[config.mk]
export PLATFORM = sky130hd
export DESIGN_NAME = pgc_color_bank
export DESIGN_NICKNAME = d
export VERILOG_FILES = /design/src/core/pgc_pkg.sv /design/src/core/pgc_byte_pick.sv /design/src/core/pgc_color_bank.sv
export VERILOG_INCLUDE_DIRS = /design/src /design/src/core
export SDC_FILE = /design/constraint.sdc
export NUM_CORES = 1
export LEC_CHECK = 0
export BUFFER_PORTS_ARGS = -buffer_cell sky130_fd_sc_hd__clkbuf_2
export CAP_MARGIN = 20
export CORE_MARGIN = 5
export CORE_UTILIZATION = 57
export CTS_BUF_LIST = sky130_fd_sc_hd__clkbuf_4 sky130_fd_sc_hd__clkbuf_8 sky130_fd_sc_hd__clkbuf_16
export DETAILED_ROUTE_END_ITERATION = 16
export MAX_ROUTING_LAYER = met4
export PLACE_DENSITY = 0.8
export SYNTH_ARGS = -nofsm -noshare
export SYNTH_HDL_FRONTEND = slang
export SYNTH_HIERARCHICAL = 1
export SYNTH_SLANG_ARGS = --single-unit
[constraint.sdc]
create_clock -name sys_clk -period 2.4 [get_ports sys_clk]
set_input_delay 0.48 -clock sys_clk [delete_from_list [all_inputs] [get_ports sys_clk]]
set_output_delay 0.48 -clock sys_clk [all_outputs]
set_load 0.01 [all_outputs]
[src/core/pgc_map.svh]
// Register map constants for the pattern colour byte bank.
// Assumes a 32-bit AXI4-Lite slave, one register per aligned word.
`ifndef PGC_MAP_SVH
`define PGC_MAP_SVH

// Register indices; byte address is four times the index
`define PGC_IDX_COLOR_0   5'h10
`define PGC_IDX_COLOR_3   5'h13
`define PGC_IDX_COLOR_4   5'h14
`define PGC_IDX_COLOR_5   5'h15
`define PGC_IDX_COLOR_6   5'h16
`define PGC_IDX_COLOR_7   5'h17
`define PGC_IDX_COLOR_8   5'h18
`define PGC_IDX_COLOR_9   5'h19
`define PGC_IDX_COLOR_10  5'h1A
`define PGC_IDX_COLOR_11  5'h1B
`define PGC_IDX_COLOR_12  5'h1C
`define PGC_IDX_COLOR_13  5'h1D
`define PGC_IDX_COLOR_14  5'h1E
`define PGC_IDX_COLOR_15  5'h1F

// Index field inside the byte address
`define PGC_IDX_LSB       2
`define PGC_IDX_MSB       6
`define PGC_ADDR_W        7

// Reset values
`define PGC_RST_COLOR_0   8'hAA
`define PGC_RST_COLOR_3   8'h7F
`define PGC_RST_COLOR_4   8'h55
`define PGC_RST_COLOR_5   8'hCC
`define PGC_RST_COLOR_6   8'h0F
`define PGC_RST_COLOR_7   8'h80
`define PGC_RST_COLOR_HI  8'h00

// Bus responses
`define PGC_RESP_OKAY     2'h0
`define PGC_RESP_SLVERR   2'h2

`endif

[src/core/pgc_pkg.sv]
// Types shared by the pattern colour byte bank.
// Assumes pgc_map.svh is in the include path.
package pgc_pkg;

  typedef logic [7:0] pgc_byte_type;
  typedef logic [15:0][7:0] pgc_bank_type;

  typedef struct packed {
    pgc_bank_type color;
    logic         aw_held;
    logic [6:0]   aw_addr;
    logic         w_held;
    logic [7:0]   w_data;
    logic         w_lane0;
    logic         awready;
    logic         wready;
    logic         bvalid;
    logic [1:0]   bresp;
    logic         arready;
    logic         rvalid;
    logic [31:0]  rdata;
    logic [1:0]   rresp;
  } pgc_state_type;

  typedef struct packed {
    pgc_byte_type bar_byte;
    pgc_byte_type fixed_byte;
  } pgc_pick_type;

endpackage

[src/core/pgc_byte_pick.sv]
// Registered selector of the colour byte for bar and fixed patterns.
// Assumes the bank input already holds all sixteen colour bytes.
`timescale 1ns/1ps
`default_nettype none

module pgc_byte_pick
  import pgc_pkg::*;
(
  input  wire logic         sys_clk,
  input  wire logic         rstn,
  input  wire pgc_bank_type bank,
  input  wire logic [2:0]   bar_sel,
  input  wire logic [3:0]   fixed_sel,
  output logic [7:0]        bar_byte,
  output logic [7:0]        fixed_byte
);

  pgc_pick_type s_r;
  pgc_pick_type s_nxt;

  always_comb
  begin
    s_nxt = s_r;
    // Bars use colours 0 to 7 only
    s_nxt.bar_byte   = bank[{1'b0, bar_sel}];
    // Fixed pattern walks all sixteen bytes
    s_nxt.fixed_byte = bank[fixed_sel];
    if (!rstn)
    begin
      s_nxt = '0;
    end
  end

  always_ff @(posedge sys_clk)
  begin
    s_r <= s_nxt;
  end

  assign bar_byte   = s_r.bar_byte;
  assign fixed_byte = s_r.fixed_byte;

endmodule // pgc_byte_pick

`default_nettype wire

[src/core/pgc_color_bank.sv]
// Colour byte register bank with an AXI4-Lite slave and pattern taps.
// Assumes one clock, synchronous active-low reset, a 32-bit bus master.
`timescale 1ns/1ps
`default_nettype none

`include "pgc_map.svh"

// Notes on behaviour
// Colour 3 resets 7F; feeds bar 3 and fixed byte four.
// Colour 4 resets 55; feeds bar 4 and fixed byte five.
// Colour 5 resets CC; feeds bar 5 and fixed byte six.
// Colour 6 resets 0F; feeds bar 6 and fixed byte seven.
// Colour 7 resets 80; feeds bar 7 and fixed byte eight.
// Colour 8 resets 00; fixed byte nine only, no bar role.
// Colour 9 resets zero; fixed byte ten.
// Colour 10 resets zero; fixed byte eleven.
// Colour 11 resets zero; fixed byte twelve.
// Colour 12 resets zero; fixed byte thirteen.
// Colour 13 resets zero; fixed byte fourteen.
// Colour 14 resets zero; fixed byte fifteen.
// Colour 15 resets zero; fixed byte sixteen, the last.
// Colour 0 resets AA; feeds bar 0 and first fixed byte.
// Reads return last full byte written; writes touch one register only.
module pgc_color_bank
  import pgc_pkg::*;
(
  input  wire logic        sys_clk,
  input  wire logic        rstn,
  input  wire logic [6:0]  s_axi_awaddr,
  input  wire logic [2:0]  s_axi_awprot,
  input  wire logic        s_axi_awvalid,
  output logic             s_axi_awready,
  input  wire logic [31:0] s_axi_wdata,
  input  wire logic [3:0]  s_axi_wstrb,
  input  wire logic        s_axi_wvalid,
  output logic             s_axi_wready,
  output logic [1:0]       s_axi_bresp,
  output logic             s_axi_bvalid,
  input  wire logic        s_axi_bready,
  input  wire logic [6:0]  s_axi_araddr,
  input  wire logic [2:0]  s_axi_arprot,
  input  wire logic        s_axi_arvalid,
  output logic             s_axi_arready,
  output logic [31:0]      s_axi_rdata,
  output logic [1:0]       s_axi_rresp,
  output logic             s_axi_rvalid,
  input  wire logic        s_axi_rready,
  input  wire logic [7:0]  color_byte_1,
  input  wire logic [7:0]  color_byte_2,
  input  wire logic [2:0]  bar_sel,
  input  wire logic [3:0]  fixed_sel,
  output logic [7:0]       bar_byte,
  output logic [7:0]       fixed_byte
);

  pgc_state_type s_r;
  pgc_state_type s_nxt;
  pgc_bank_type  tap_bank;
  logic          wr_fire;
  logic [4:0]    wr_idx;
  logic [4:0]    rd_idx;

  // Index of an aligned word address
  function automatic logic [4:0] word_index(input logic [6:0] addr);
    word_index = addr[`PGC_IDX_MSB:`PGC_IDX_LSB];
  endfunction

  // True where the bank holds a register
  function automatic logic is_mapped(input logic [6:0] addr);
    logic [4:0] idx;
    idx = addr[`PGC_IDX_MSB:`PGC_IDX_LSB];
    if (addr[1:0] != 2'h0)
    begin
      is_mapped = 1'b0;
    end
    else if (idx == `PGC_IDX_COLOR_0)
    begin
      is_mapped = 1'b1;
    end
    else if ((idx >= `PGC_IDX_COLOR_3) && (idx <= `PGC_IDX_COLOR_15))
    begin
      is_mapped = 1'b1;
    end
    else
    begin
      is_mapped = 1'b0;
    end
  endfunction

  // Reset contents of the bank
  function automatic pgc_bank_type reset_bank();
    pgc_bank_type b;
    b     = '0;
    b[0]  = `PGC_RST_COLOR_0;
    b[3]  = `PGC_RST_COLOR_3;
    b[4]  = `PGC_RST_COLOR_4;
    b[5]  = `PGC_RST_COLOR_5;
    b[6]  = `PGC_RST_COLOR_6;
    b[7]  = `PGC_RST_COLOR_7;
    b[8]  = `PGC_RST_COLOR_HI;
    b[9]  = `PGC_RST_COLOR_HI;
    b[10] = `PGC_RST_COLOR_HI;
    b[11] = `PGC_RST_COLOR_HI;
    b[12] = `PGC_RST_COLOR_HI;
    b[13] = `PGC_RST_COLOR_HI;
    b[14] = `PGC_RST_COLOR_HI;
    b[15] = `PGC_RST_COLOR_HI;
    reset_bank = b;
  endfunction

  assign wr_fire = s_r.aw_held && s_r.w_held && !s_r.bvalid;
  assign wr_idx  = word_index(s_r.aw_addr);
  assign rd_idx  = word_index(s_axi_araddr);

  always_comb
  begin
    s_nxt = s_r;

    // Write address channel
    if (s_axi_awvalid && s_r.awready)
    begin
      s_nxt.aw_held = 1'b1;
      s_nxt.aw_addr = s_axi_awaddr;
    end

    // Write data channel
    if (s_axi_wvalid && s_r.wready)
    begin
      s_nxt.w_held  = 1'b1;
      s_nxt.w_data  = s_axi_wdata[7:0];
      s_nxt.w_lane0 = s_axi_wstrb[0];
    end

    // Commit once both halves are held
    if (wr_fire)
    begin
      s_nxt.aw_held = 1'b0;
      s_nxt.w_held  = 1'b0;
      s_nxt.bvalid  = 1'b1;
      if (is_mapped(s_r.aw_addr))
      begin
        s_nxt.bresp = `PGC_RESP_OKAY;
        if (s_r.w_lane0)
        begin
          s_nxt.color[wr_idx[3:0]] = s_r.w_data;
        end
      end
      else
      begin
        s_nxt.bresp = `PGC_RESP_SLVERR;
      end
    end

    // Write response
    if (s_r.bvalid && s_axi_bready)
    begin
      s_nxt.bvalid = 1'b0;
      s_nxt.bresp  = `PGC_RESP_OKAY;
    end

    s_nxt.awready = !s_nxt.aw_held && !s_nxt.bvalid;
    s_nxt.wready  = !s_nxt.w_held && !s_nxt.bvalid;

    // Read address channel
    if (s_axi_arvalid && s_r.arready)
    begin
      s_nxt.rvalid = 1'b1;
      if (is_mapped(s_axi_araddr))
      begin
        s_nxt.rdata = {24'h00_0000, s_r.color[rd_idx[3:0]]};
        s_nxt.rresp = `PGC_RESP_OKAY;
      end
      else
      begin
        s_nxt.rdata = 32'h0000_0000;
        s_nxt.rresp = `PGC_RESP_SLVERR;
      end
    end
    else if (s_r.rvalid && s_axi_rready)
    begin
      s_nxt.rvalid = 1'b0;
      s_nxt.rdata  = 32'h0000_0000;
      s_nxt.rresp  = `PGC_RESP_OKAY;
    end

    s_nxt.arready = !s_nxt.rvalid;

    if (!rstn)
    begin
      s_nxt         = '0;
      s_nxt.color   = reset_bank();
      s_nxt.awready = 1'b1;
      s_nxt.wready  = 1'b1;
      s_nxt.arready = 1'b1;
    end
  end

  always_ff @(posedge sys_clk)
  begin
    s_r <= s_nxt;
  end

  // Pattern view of the bank; colours 1 and 2 live elsewhere
  always_comb
  begin
    tap_bank    = s_r.color;
    tap_bank[1] = color_byte_1;
    tap_bank[2] = color_byte_2;
  end

  pgc_byte_pick u_pick
  (
    .sys_clk    (sys_clk),
    .rstn       (rstn),
    .bank       (tap_bank),
    .bar_sel    (bar_sel),
    .fixed_sel  (fixed_sel),
    .bar_byte   (bar_byte),
    .fixed_byte (fixed_byte)
  );

  assign s_axi_awready = s_r.awready;
  assign s_axi_wready  = s_r.wready;
  assign s_axi_bvalid  = s_r.bvalid;
  assign s_axi_bresp   = s_r.bresp;
  assign s_axi_arready = s_r.arready;
  assign s_axi_rvalid  = s_r.rvalid;
  assign s_axi_rdata   = s_r.rdata;
  assign s_axi_rresp   = s_r.rresp;

endmodule // pgc_color_bank

`default_nettype wire

==> flow_summary_export.csv, run 1 <==
group,metric,value,unit
critical_path,r2r_slack,0.42,ns
sta,worst_pin_slew,1.01,ns
cts,clock_path_buffers,2,
outcome,status,"finished, final reports clean",
pwr,pwr-share-clk,42.9,%
routing,ant_nets,0,
floorplanning,coreArea,0.0159,sq mm
cts,clock_sinks,177,
floorplanning,row_count,46,
sta,skew,0.0148,ns
layout,drive_gt1_share,21.7,%
place,place_hpwl,15800,microns
floorplanning,die_w,137,microns
cts,root_buffer,"clkbuf_16",
layout,post-route-util,64.8,%
global_routing,grt_usage,25.7,%
cts,postCtsSetupRepairBufs,0,
global_routing,antenna_found_initial,0,
sta,hold_viol_final,0,
sta,rsz0062_at_grt,"false",
pwr,p_per_area,631,mW/mm^2
routing,post_drt_wl_per_cell,20.4,microns
pwr,power.switching,1.59,mW
global_routing,grt_pass1_vias,6727,
critical_path,worstPathRequired,2.71,ns
layout,multi_input_area,0.00521,sq mm
worst_hold_path,worstHoldPathType,"input pin to flip-flop",
global_routing,grt_pass1_wl,36000,microns
yosys,syn_area,0.00925,sq mm
sta,finalCriticalPeriod,1.98,ns
critical_path,arrival,2.29,ns
cts,postCtsHoldBufs,0,
place,io_buffers,83,
run,drv_cap,0,
floorplanning,start_util,58.2,%
pwr,p_int,4.91,mW
yosys,synth_edf_count,0,
layout,layout_common_cells,"mux2i_1, dfxtp_1, nor2b_1",
routing,first_pass_iters,6,
cts,cts_tree,"yes",
routing,wirelength,23100,microns
critical_path,reg2reg_depth,4,
floorplanning,die_h,137,microns
sta,drv_slew,0,
cts,cts_buffers,17,
critical_path,crit_chain,"and3b_1, nand4_2, mux2i_1, nor2b_1",
pwr,power_frac_comb,9.9,%
layout,fillers,1250,
worst_hold_path,min_from,"s_axi_wdata[3]",
critical_path,path_class,"flip-flop to flip-flop",
layout,antenna_cells,0,
routing,vias_per_cell,5.93,
layout,mostFrequentLayoutCell,"mux2i_1",
critical_path,r2r-start,"s_axi_bvalid$_SDFF_PN0_",
critical_path,crit_buf_inv,0,
pwr,leakage,4.55,nW
sta,fin_crit_sh,82.5,%
layout,final_nets,992,
worst_hold_path,hold-path-cell-count,3,
pwr,pwr-share-seq,47.2,%
yosys,netlist_instances,853,
floorplanning,io_pins,143,
layout,synthToLayoutAreaGrowth,11.2,%
place,place.gp.congestion,0.887,
critical_path,crit_path_end_kind,"flip-flop",
cts,clkSlewWorstSetupHoldPaths,0.07,ns
global_routing,overflow,0,
critical_path,r2r-end,"s_r[114]$_SDFFE_PN0P_",
yosys,async_flop_share,0,%
yosys,ys.flop_type,"dfxtp_1",
critical_path,cp_max_fo,12,
floorplanning,dieArea,0.0189,sq mm
yosys,seq_area_frac_synth,38.3,%
cts,clk_latency,0.43,ns
cts,cts_max_level,4,
worst_hold_path,whs_endpoint,"s_r[45]$_SDFFE_PN0P_",
yosys,ys.warnings.count,6,
pwr,switching_share,24.4,%
cts,post_cts_resized,0,
sta,fmax,505,MHz
yosys,avgSynthCellArea,10.8,sq um
critical_path,max_stage_delay,0.55,ns
critical_path,cp_top_family,"simple AND/OR/NAND/NOR gates",
critical_path,cp-start-kind,"flip-flop",
yosys,synth_cell_types,44,
routing,drt_iter0_drc,531,
yosys,yosys_register_bits,177,
sta,setup_viol,0,
routing,num_vias,6727,
routing,drt_drc_violations_left,0,
global_routing,grt_max_degree,70,
sta,slew_headroom,31.8,%
sta,setup_tns,0,ns
pwr,ir_drop,0.475,mV
layout,ff_latch_area,0.00354,sq mm
critical_path,cp_slowest_cell,"and3b_1",
[per-layer routing]
metal / global-route usage, % / routed length [microns]
met5: - / 0
met4: 8.20 / 487
met3: 5.30 / 1460
met2: 41.6 / 11400
met1: 32.3 / 9790
[flip-flops by register name (all words and copies together), names as in the netlist]
register and flops:
s_axi_bresp 1, s_axi_awready 1, s_axi_rresp 1, s_axi_rdata 8
s_axi_rvalid 1, s_axi_wready 1, s_r 146, s_axi_bvalid 1
s_axi_arready 1, u_pick/bar_byte 8, u_pick/fixed_byte 8
[layout make-up]
class,instances,area share [%]
inverters,4,0.146
clock inverters,9,1.02
flip-flops and latches,177,34.4
clock buffers,22,4.68
well taps,216,2.63
repair buffers,110,6.40
multi-input cells,596,50.7
[kinds of logic after synthesis]
| logic type | share of synthesized area [%] |
|---|---|
| simple gates | 15.6 |
| xor+xnor | 0.0947 |
| other cells | 0.0405 |
| buf+inv | 6.61 |
| flops | 38.3 |
| compound gates | 6.55 |
| mux | 32.8 |
[tightest hold or removal path, cell delays in order]
cell and delay, ns:
clkbuf_2 0.08, nand2_1 0.04, a21boi_0 0.06
[per-stage QoR]
stage,setup WS (ns),area (sq um),power (mW),hold WS (ns),std cells
final,0.419,10300,6.50,0.274,1134
after CTS,0.446,10300,6.51,0.271,1134
after global placement,0.263,9700,3.75,0.441,1103
after floorplan,0.540,9350,3.59,0.424,878
after global routing,0.330,10300,6.69,0.284,1134
after detailed placement,0.238,9700,3.76,0.444,1103
[synthesized netlist by cell type (10+ instances only)]
library cell    n  area, sq um
mux2i_1       178         1780
dfxtp_1       177         3540
nor2b_1       104          651
nand2_1        75          282
mux4_2         44          991
buf_4          41          308
clkbuf_1       36          135
and2_1         20          125
a21boi_0       18          135
a22oi_1        17          128
buf_2          15         75.1
nor2_1         13         48.8
o21ai_0        11         55.1
mux4_1         10          263
[power groups by stage]
stage                     combinational, mW  clock [mW]  sequential (mW)
after floorplan                       0.482           0             3.10
after global placement                0.627           0             3.13
after detailed placement              0.634           0             3.13
after CTS                             0.637        2.81             3.06
after global routing                  0.689        2.93             3.07
final                                 0.642        2.79             3.07
[how the worst max path moves through the flow]
stage / cells past startpoint / startpoint / slack, ns / to
2_1_floorplan: 6 / s_axi_araddr[2] / 0.54 / s_axi_rdata[6]$_SDFFE_PN0P_
3_3_place_gp: 6 / s_axi_araddr[2] / 0.26 / s_axi_rdata[6]$_SDFFE_PN0P_
3_5_place_dp: 6 / s_axi_araddr[2] / 0.24 / s_axi_rdata[6]$_SDFFE_PN0P_
4_1_cts: 4 / s_axi_bvalid$_SDFF_PN0_ / 0.45 / s_r[114]$_SDFFE_PN0P_
5_1_grt: 4 / s_axi_bvalid$_SDFF_PN0_ / 0.33 / s_r[114]$_SDFFE_PN0P_
6_report: 4 / s_axi_bvalid$_SDFF_PN0_ / 0.42 / s_r[114]$_SDFFE_PN0P_
No activity file was read; power rests on OpenSTA's default activity.
==> run 2: changes to the inputs <==
CORE_UTILIZATION = 52   (was 57)
PLACE_DENSITY = 0.77   (was 0.8)
clock period = 1.6 ns   (was 2.4 ns; I/O delays follow)
==> run 2 against run 1 <==
Against the previous run: the run now ends with negative setup slack left; clock power grew 57%; critical path depth grew 1; first-iteration DRC count grew 8.3%; worst hold slack lost 0.15 ns; critical endpoint is now s_r[116]$_SDFFE_PN0P_; highest routed layer unchanged.
==> flow_summary_export.csv, run 2 (same netlist as run 1, synthesis figures left out) <==
group,metric,value,unit
outcome,status,"finished with violations",
outcome,violations,"negative setup slack",
layout,mostFrequentLayoutCell,"mux2i_1",
pwr,p_per_area,928,mW/mm^2
routing,wirelength,23700,microns
worst_hold_path,worstHoldPathType,"input pin to flip-flop",
global_routing,grt_max_degree,70,
critical_path,arrival,2.01,ns
routing,vias_per_cell,5.77,
sta,setup_viol,33,
place,place_hpwl,17200,microns
place,placed_cells,1148,
layout,antenna_cells,0,
sta,drv_slew,0,
sta,setup_tns,-1.63,ns
place,io_buffers,83,
cts,cts_max_level,4,
sta,fin_crit_sh,106,%
critical_path,r2r_slack,-0.1,ns
global_routing,grt_pass1_wl,37000,microns
cts,cts_tree,"yes",
layout,largest_reg_flops,146,
pwr,leakage,4.83,nW
critical_path,cp_max_fo,8,
floorplanning,dieArea,0.0206,sq mm
critical_path,r2r-start,"s_r[51]$_SDFFE_PN0P_",
layout,layoutNonFillerInstCount,1179,
floorplanning,io_pins,143,
global_routing,grt_usage,24.1,%
sta,slew_headroom,35.9,%
routing,first_pass_iters,6,
sta,skew,0.0106,ns
layout,drive_gt1_share,25.6,%
routing,ant_nets,0,
cts,clk_latency,0.43,ns
floorplanning,coreArea,0.0174,sq mm
cts,postCtsHoldBufs,0,
floorplanning,die_h,143,microns
global_routing,overflow,0,
critical_path,r2r-end,"s_r[116]$_SDFFE_PN0P_",
cts,clock_path_buffers,2,
critical_path,crit_end,"s_r[116]$_SDFFE_PN0P_",
critical_path,reg2reg_depth,5,
critical_path,path_class,"flip-flop to flip-flop",
floorplanning,die_w,143,microns
routing,post_drt_wl_per_cell,20.1,microns
pwr,ir_drop,0.814,mV
sta,rsz0062_at_grt,"true",
layout,synthToLayoutAreaGrowth,16.9,%
cts,root_buffer,"clkbuf_16",
layout,post-route-util,62.3,%
global_routing,antenna_found_initial,0,
routing,num_vias,6802,
routing,drt_drc_violations_left,0,
sta,hold_viol_final,0,
cts,clock_sinks,177,
critical_path,worstPathRequired,1.92,ns
global_routing,grt_pass1_vias,6794,
sta,fmax,590,MHz
run,drv_cap,0,
floorplanning,start_util,53.3,%
layout,layout_common_cells,"mux2i_1, dfxtp_1, nor2b_1",
layout,fillers,1370,
layout,top_register,"s_r",
sta,worst_pin_slew,0.959,ns
critical_path,crit_start,"s_r[51]$_SDFFE_PN0P_",
place,place.gp.congestion,0.850,
layout,final_nets,1029,
cts,cts_buffers,17,
floorplanning,row_count,48,
cts,clkSlewWorstSetupHoldPaths,0.06,ns
sta,finalCriticalPeriod,1.70,ns
critical_path,crit_path_end_kind,"flip-flop",
sta,fin_ws,-0.0953,ns
routing,drt_iter0_drc,575,
critical_path,cp-start-kind,"flip-flop",
run 2: through the flow:
stage | power, mW | worst slack [ns] | hold slack [ns] | cell area, sq um
6_report | 10.0 | -0.0953 | 0.120 | 10800
5_1_grt | 10.4 | -0.207 | 0.108 | 10800
4_1_cts | 10.1 | -0.104 | 0.105 | 10700
3_5_place_dp | 5.73 | -0.195 | 0.445 | 10100
3_3_place_gp | 5.71 | -0.176 | 0.441 | 10100
2_1_floorplan | 5.38 | -0.0870 | 0.424 | 9370
run 2: cell type report:
type	instances	area, sq um	area share (%)
flip-flops and latches	177	3550	32.8
inverters	4	15.0	0.139
clock buffers	20	454	4.20
well taps	225	282	2.60
repair buffers	147	1090	10.1
multi-input cells	596	5270	48.7
clock inverters	10	160	1.48
run 2: routing by layer:
| layer | share of wire [%] | wire (microns) | vias to the layer above | global-route usage [%] |
|---|---|---|---|---|
| met2 | 50 | 11800 | 238 | 40.1 |
| met3 | 6.1 | 1440 | 44 | 5.52 |
| met1 | 41 | 9840 | 3336 | 29.0 |
| met4 | 2.6 | 614 | 0 | 8.33 |
| met5 | 0 | 0 | - | - |
| li1 | - | - | 3184 | - |
run 2: how the worst min path moves through the flow:
stage	start	to	depth (start not counted)	slack, ns
finish	s_axi_wstrb[0]	s_r[41]$_SDFFE_PN0P_	3	0.12
global route	s_axi_wstrb[0]	s_r[41]$_SDFFE_PN0P_	3	0.11
detailed placement	s_r[69]$_SDFFE_PN0P_	s_r[69]$_SDFFE_PN0P_	1	0.44
global placement	s_r[69]$_SDFFE_PN0P_	s_r[69]$_SDFFE_PN0P_	1	0.44
CTS	s_axi_wstrb[0]	s_r[41]$_SDFFE_PN0P_	3	0.11
floorplan	s_r[82]$_SDFFE_PN0P_	s_r[82]$_SDFFE_PN0P_	1	0.42
run 2: worst max-delay path, cell delays in order (launching register included):
cell	delay [ns]
dfxtp_1	0.31
or3b_4	0.46
nor4b_4	0.31
buf_6	0.22
mux2i_1	0.21
nor2b_1	0.07
run 2: what timing repair did:
item                                    in CTS  in global routing
gates cloned                                 0                  1
setup buffers                                0                  0
pin swaps                                    2                  5
resized for setup                            6                 18
endpoints found under the setup margin      33                 92
run 2: report_power, final:
part           internal [mW]  leakage [nW]  switching [mW]
Sequential              4.49          1.44           0.102
Clock                   2.67         0.303            1.72
Combinational          0.495          3.09           0.564
==> run 3: changes to the inputs <==
RECOVER_POWER = 100   (was unset)
==> run 3 against run 2 <==
Against the previous run: the run still ends with negative setup slack left; cell area is 0.75% lower; flip-flop and latch count stayed put; die area stayed put; clock power hardly changed; setup slack better by 0.011 ns; cell count stayed put; global-route usage stayed put; count of clock-buffer cells in the layout stayed put; utilization is 0.47 points lower; clock skew is 0.00089 ns higher; routed wire length is 0.30% higher; sequential share of layout area is 0.25 points higher.
==> flow_summary_export.csv, run 3 (same netlist as run 1, synthesis figures left out) <==
group,metric,value,unit
cts,root_buffer,"clkbuf_16",
pwr,power_frac_comb,10.4,%
floorplanning,dieArea,0.0206,sq mm
critical_path,arrival,2.00,ns
cts,cts_tree,"yes",
critical_path,path_class,"flip-flop to flip-flop",
layout,top_register,"s_r",
critical_path,crit_start,"s_r[51]$_SDFFE_PN0P_",
critical_path,worstPathRequired,1.92,ns
floorplanning,start_util,53.3,%
critical_path,r2r-start,"s_r[51]$_SDFFE_PN0P_",
run,drv_cap,0,
sta,finalCriticalPeriod,1.68,ns
outcome,status,"finished with violations",
floorplanning,row_count,48,
layout,largest_reg_flops,146,
pwr,switching_share,23.8,%
place,place_hpwl,17200,microns
pwr,leakage,4.69,nW
place,io_buffers,83,
routing,vias_per_cell,5.83,
cts,clock_path_buffers,2,
sta,fin_ws,-0.0842,ns
routing,ant_nets,0,
routing,post_drt_wl_per_cell,20.2,microns
sta,slew_headroom,28.7,%
layout,mostFrequentLayoutCell,"mux2i_1",
cts,cts_buffers,17,
critical_path,max_stage_delay,0.46,ns
global_routing,grt_usage,24.1,%
sta,setup_viol,35,
pwr,total_power,10.0,mW
worst_hold_path,min_from,"s_axi_wstrb[0]",
pwr,p_per_area,933,mW/mm^2
routing,drt_drc_violations_left,0,
pwr,power.switching,2.39,mW
worst_hold_path,worstHoldPathType,"input pin to flip-flop",
layout,final_nets,1029,
cts,postCtsHoldBufs,0,
layout,layout_common_cells,"mux2i_1, dfxtp_1, nor2b_1",
pwr,pwr-share-seq,45.8,%
floorplanning,coreArea,0.0174,sq mm
layout,synthToLayoutAreaGrowth,16.1,%
global_routing,grt_pass1_wl,37000,microns
routing,num_vias,6869,
sta,fmax,594,MHz
floorplanning,io_pins,143,
place,place.gp.congestion,0.850,
global_routing,grt_pass1_vias,6794,
layout,fillers,1399,
routing,first_pass_iters,5,
sta,drv_slew,0,
cts,cts_max_level,4,
pwr,ir_drop,0.819,mV
layout,drive_gt1_share,21.8,%
critical_path,cp_max_fo,8,
critical_path,crit_path_end_kind,"flip-flop",
layout,antenna_cells,0,
cts,clk_latency,0.43,ns
place,dp_slack,-0.195,ns
pwr,pwr-share-clk,43.8,%
global_routing,overflow,0,
critical_path,cp-start-kind,"flip-flop",
cts,clock_sinks,177,
routing,wirelength,23800,microns
global_routing,grt_max_degree,70,
sta,hold_viol_final,0,
sta,fin_crit_sh,105,%
critical_path,crit_chain,"or3b_4, nor4b_4, buf_6, mux2i_1, nor2b_1",
floorplanning,die_w,143,microns
cts,clkSlewWorstSetupHoldPaths,0.06,ns
global_routing,antenna_found_initial,0,
sta,worst_pin_slew,1.07,ns
critical_path,cp_slowest_cell,"or3b_4",
outcome,violations,"negative setup slack",
floorplanning,die_h,143,microns
routing,drt_iter0_drc,587,
critical_path,cp_top_family,"simple AND/OR/NAND/NOR gates",
pwr,p_int,7.64,mW
critical_path,crit_buf_inv,1,
sta,rsz0062_at_grt,"true",
sta,skew,0.0115,ns
run 3: what timing repair did:
action | in CTS | in global routing
cloned | 0 | 1
pin swaps | 2 | 5
setup endpoints to repair | 33 | 92
endpoints found under the hold margin | 0 | 0
setup buffers | 0 | 0
resized for setup | 6 | 18
run 3: power by group through the flow:
stage	Clock [mW]	Sequential [mW]	Combinational, mW
floorplan	0	4.66	0.727
global placement	0	4.69	1.02
detailed placement	0	4.69	1.04
CTS	4.42	4.59	1.04
global route	4.61	4.60	1.12
finish	4.39	4.59	1.04
run 3: metrics by stage:
stage / cell area, sq um / hold WS, ns / util [%] / setup TNS [ns] / std cells
final: 10700 / 0.118 / 61.9 / -1.62 / 1179
after global routing: 10700 / 0.108 / 61.9 / -8.46 / 1179
after CTS: 10700 / 0.105 / 61.9 / -2.13 / 1178
after detailed placement: 10100 / 0.445 / 58.2 / -4.29 / 1148
after global placement: 10100 / 0.441 / 58.2 / -3.61 / 1148
after floorplan: 9370 / 0.424 / - / -0.688 / 878
run 3: worst register-to-register path: stages, from the launching register on:
cell     delay [ns]
dfxtp_1        0.31
or3b_4         0.46
nor4b_4        0.31
buf_6          0.22
mux2i_1        0.22
nor2b_1        0.07
run 3: worst paths after layout:
kind | endpoint | slack, ns | cells after the start
setup / recovery | s_r[116]$_SDFFE_PN0P_ | -0.08 | 5
hold / removal | s_r[41]$_SDFFE_PN0P_ | 0.12 | 3
setup reg to reg | s_r[116]$_SDFFE_PN0P_ | -0.08 | 5
hold reg to reg | s_r[69]$_SDFFE_PN0P_ | 0.46 | 1
run 3: routing by layer:
| metal | global-route usage, % | part of all wire (%) | up-vias |
|---|---|---|---|
| met2 | 40.1 | 50 | 258 |
| met3 | 5.52 | 6.4 | 38 |
| met5 | - | 0 | - |
| met4 | 8.33 | 2.2 | 0 |
| met1 | 29.0 | 41 | 3383 |
| li1 | - | - | 3190 |
run 3: layout make-up:
type	instances	area [sq um]	area share, %
Timing Repair Buffer	147	1020	9.53
Tap cell	225	282	2.62
Inverter	4	15.0	0.140
Clock buffer	20	454	4.23
Multi-Input combinational cell	596	5260	48.9
Sequential cell	177	3550	33.0
Clock inverter	10	160	1.49
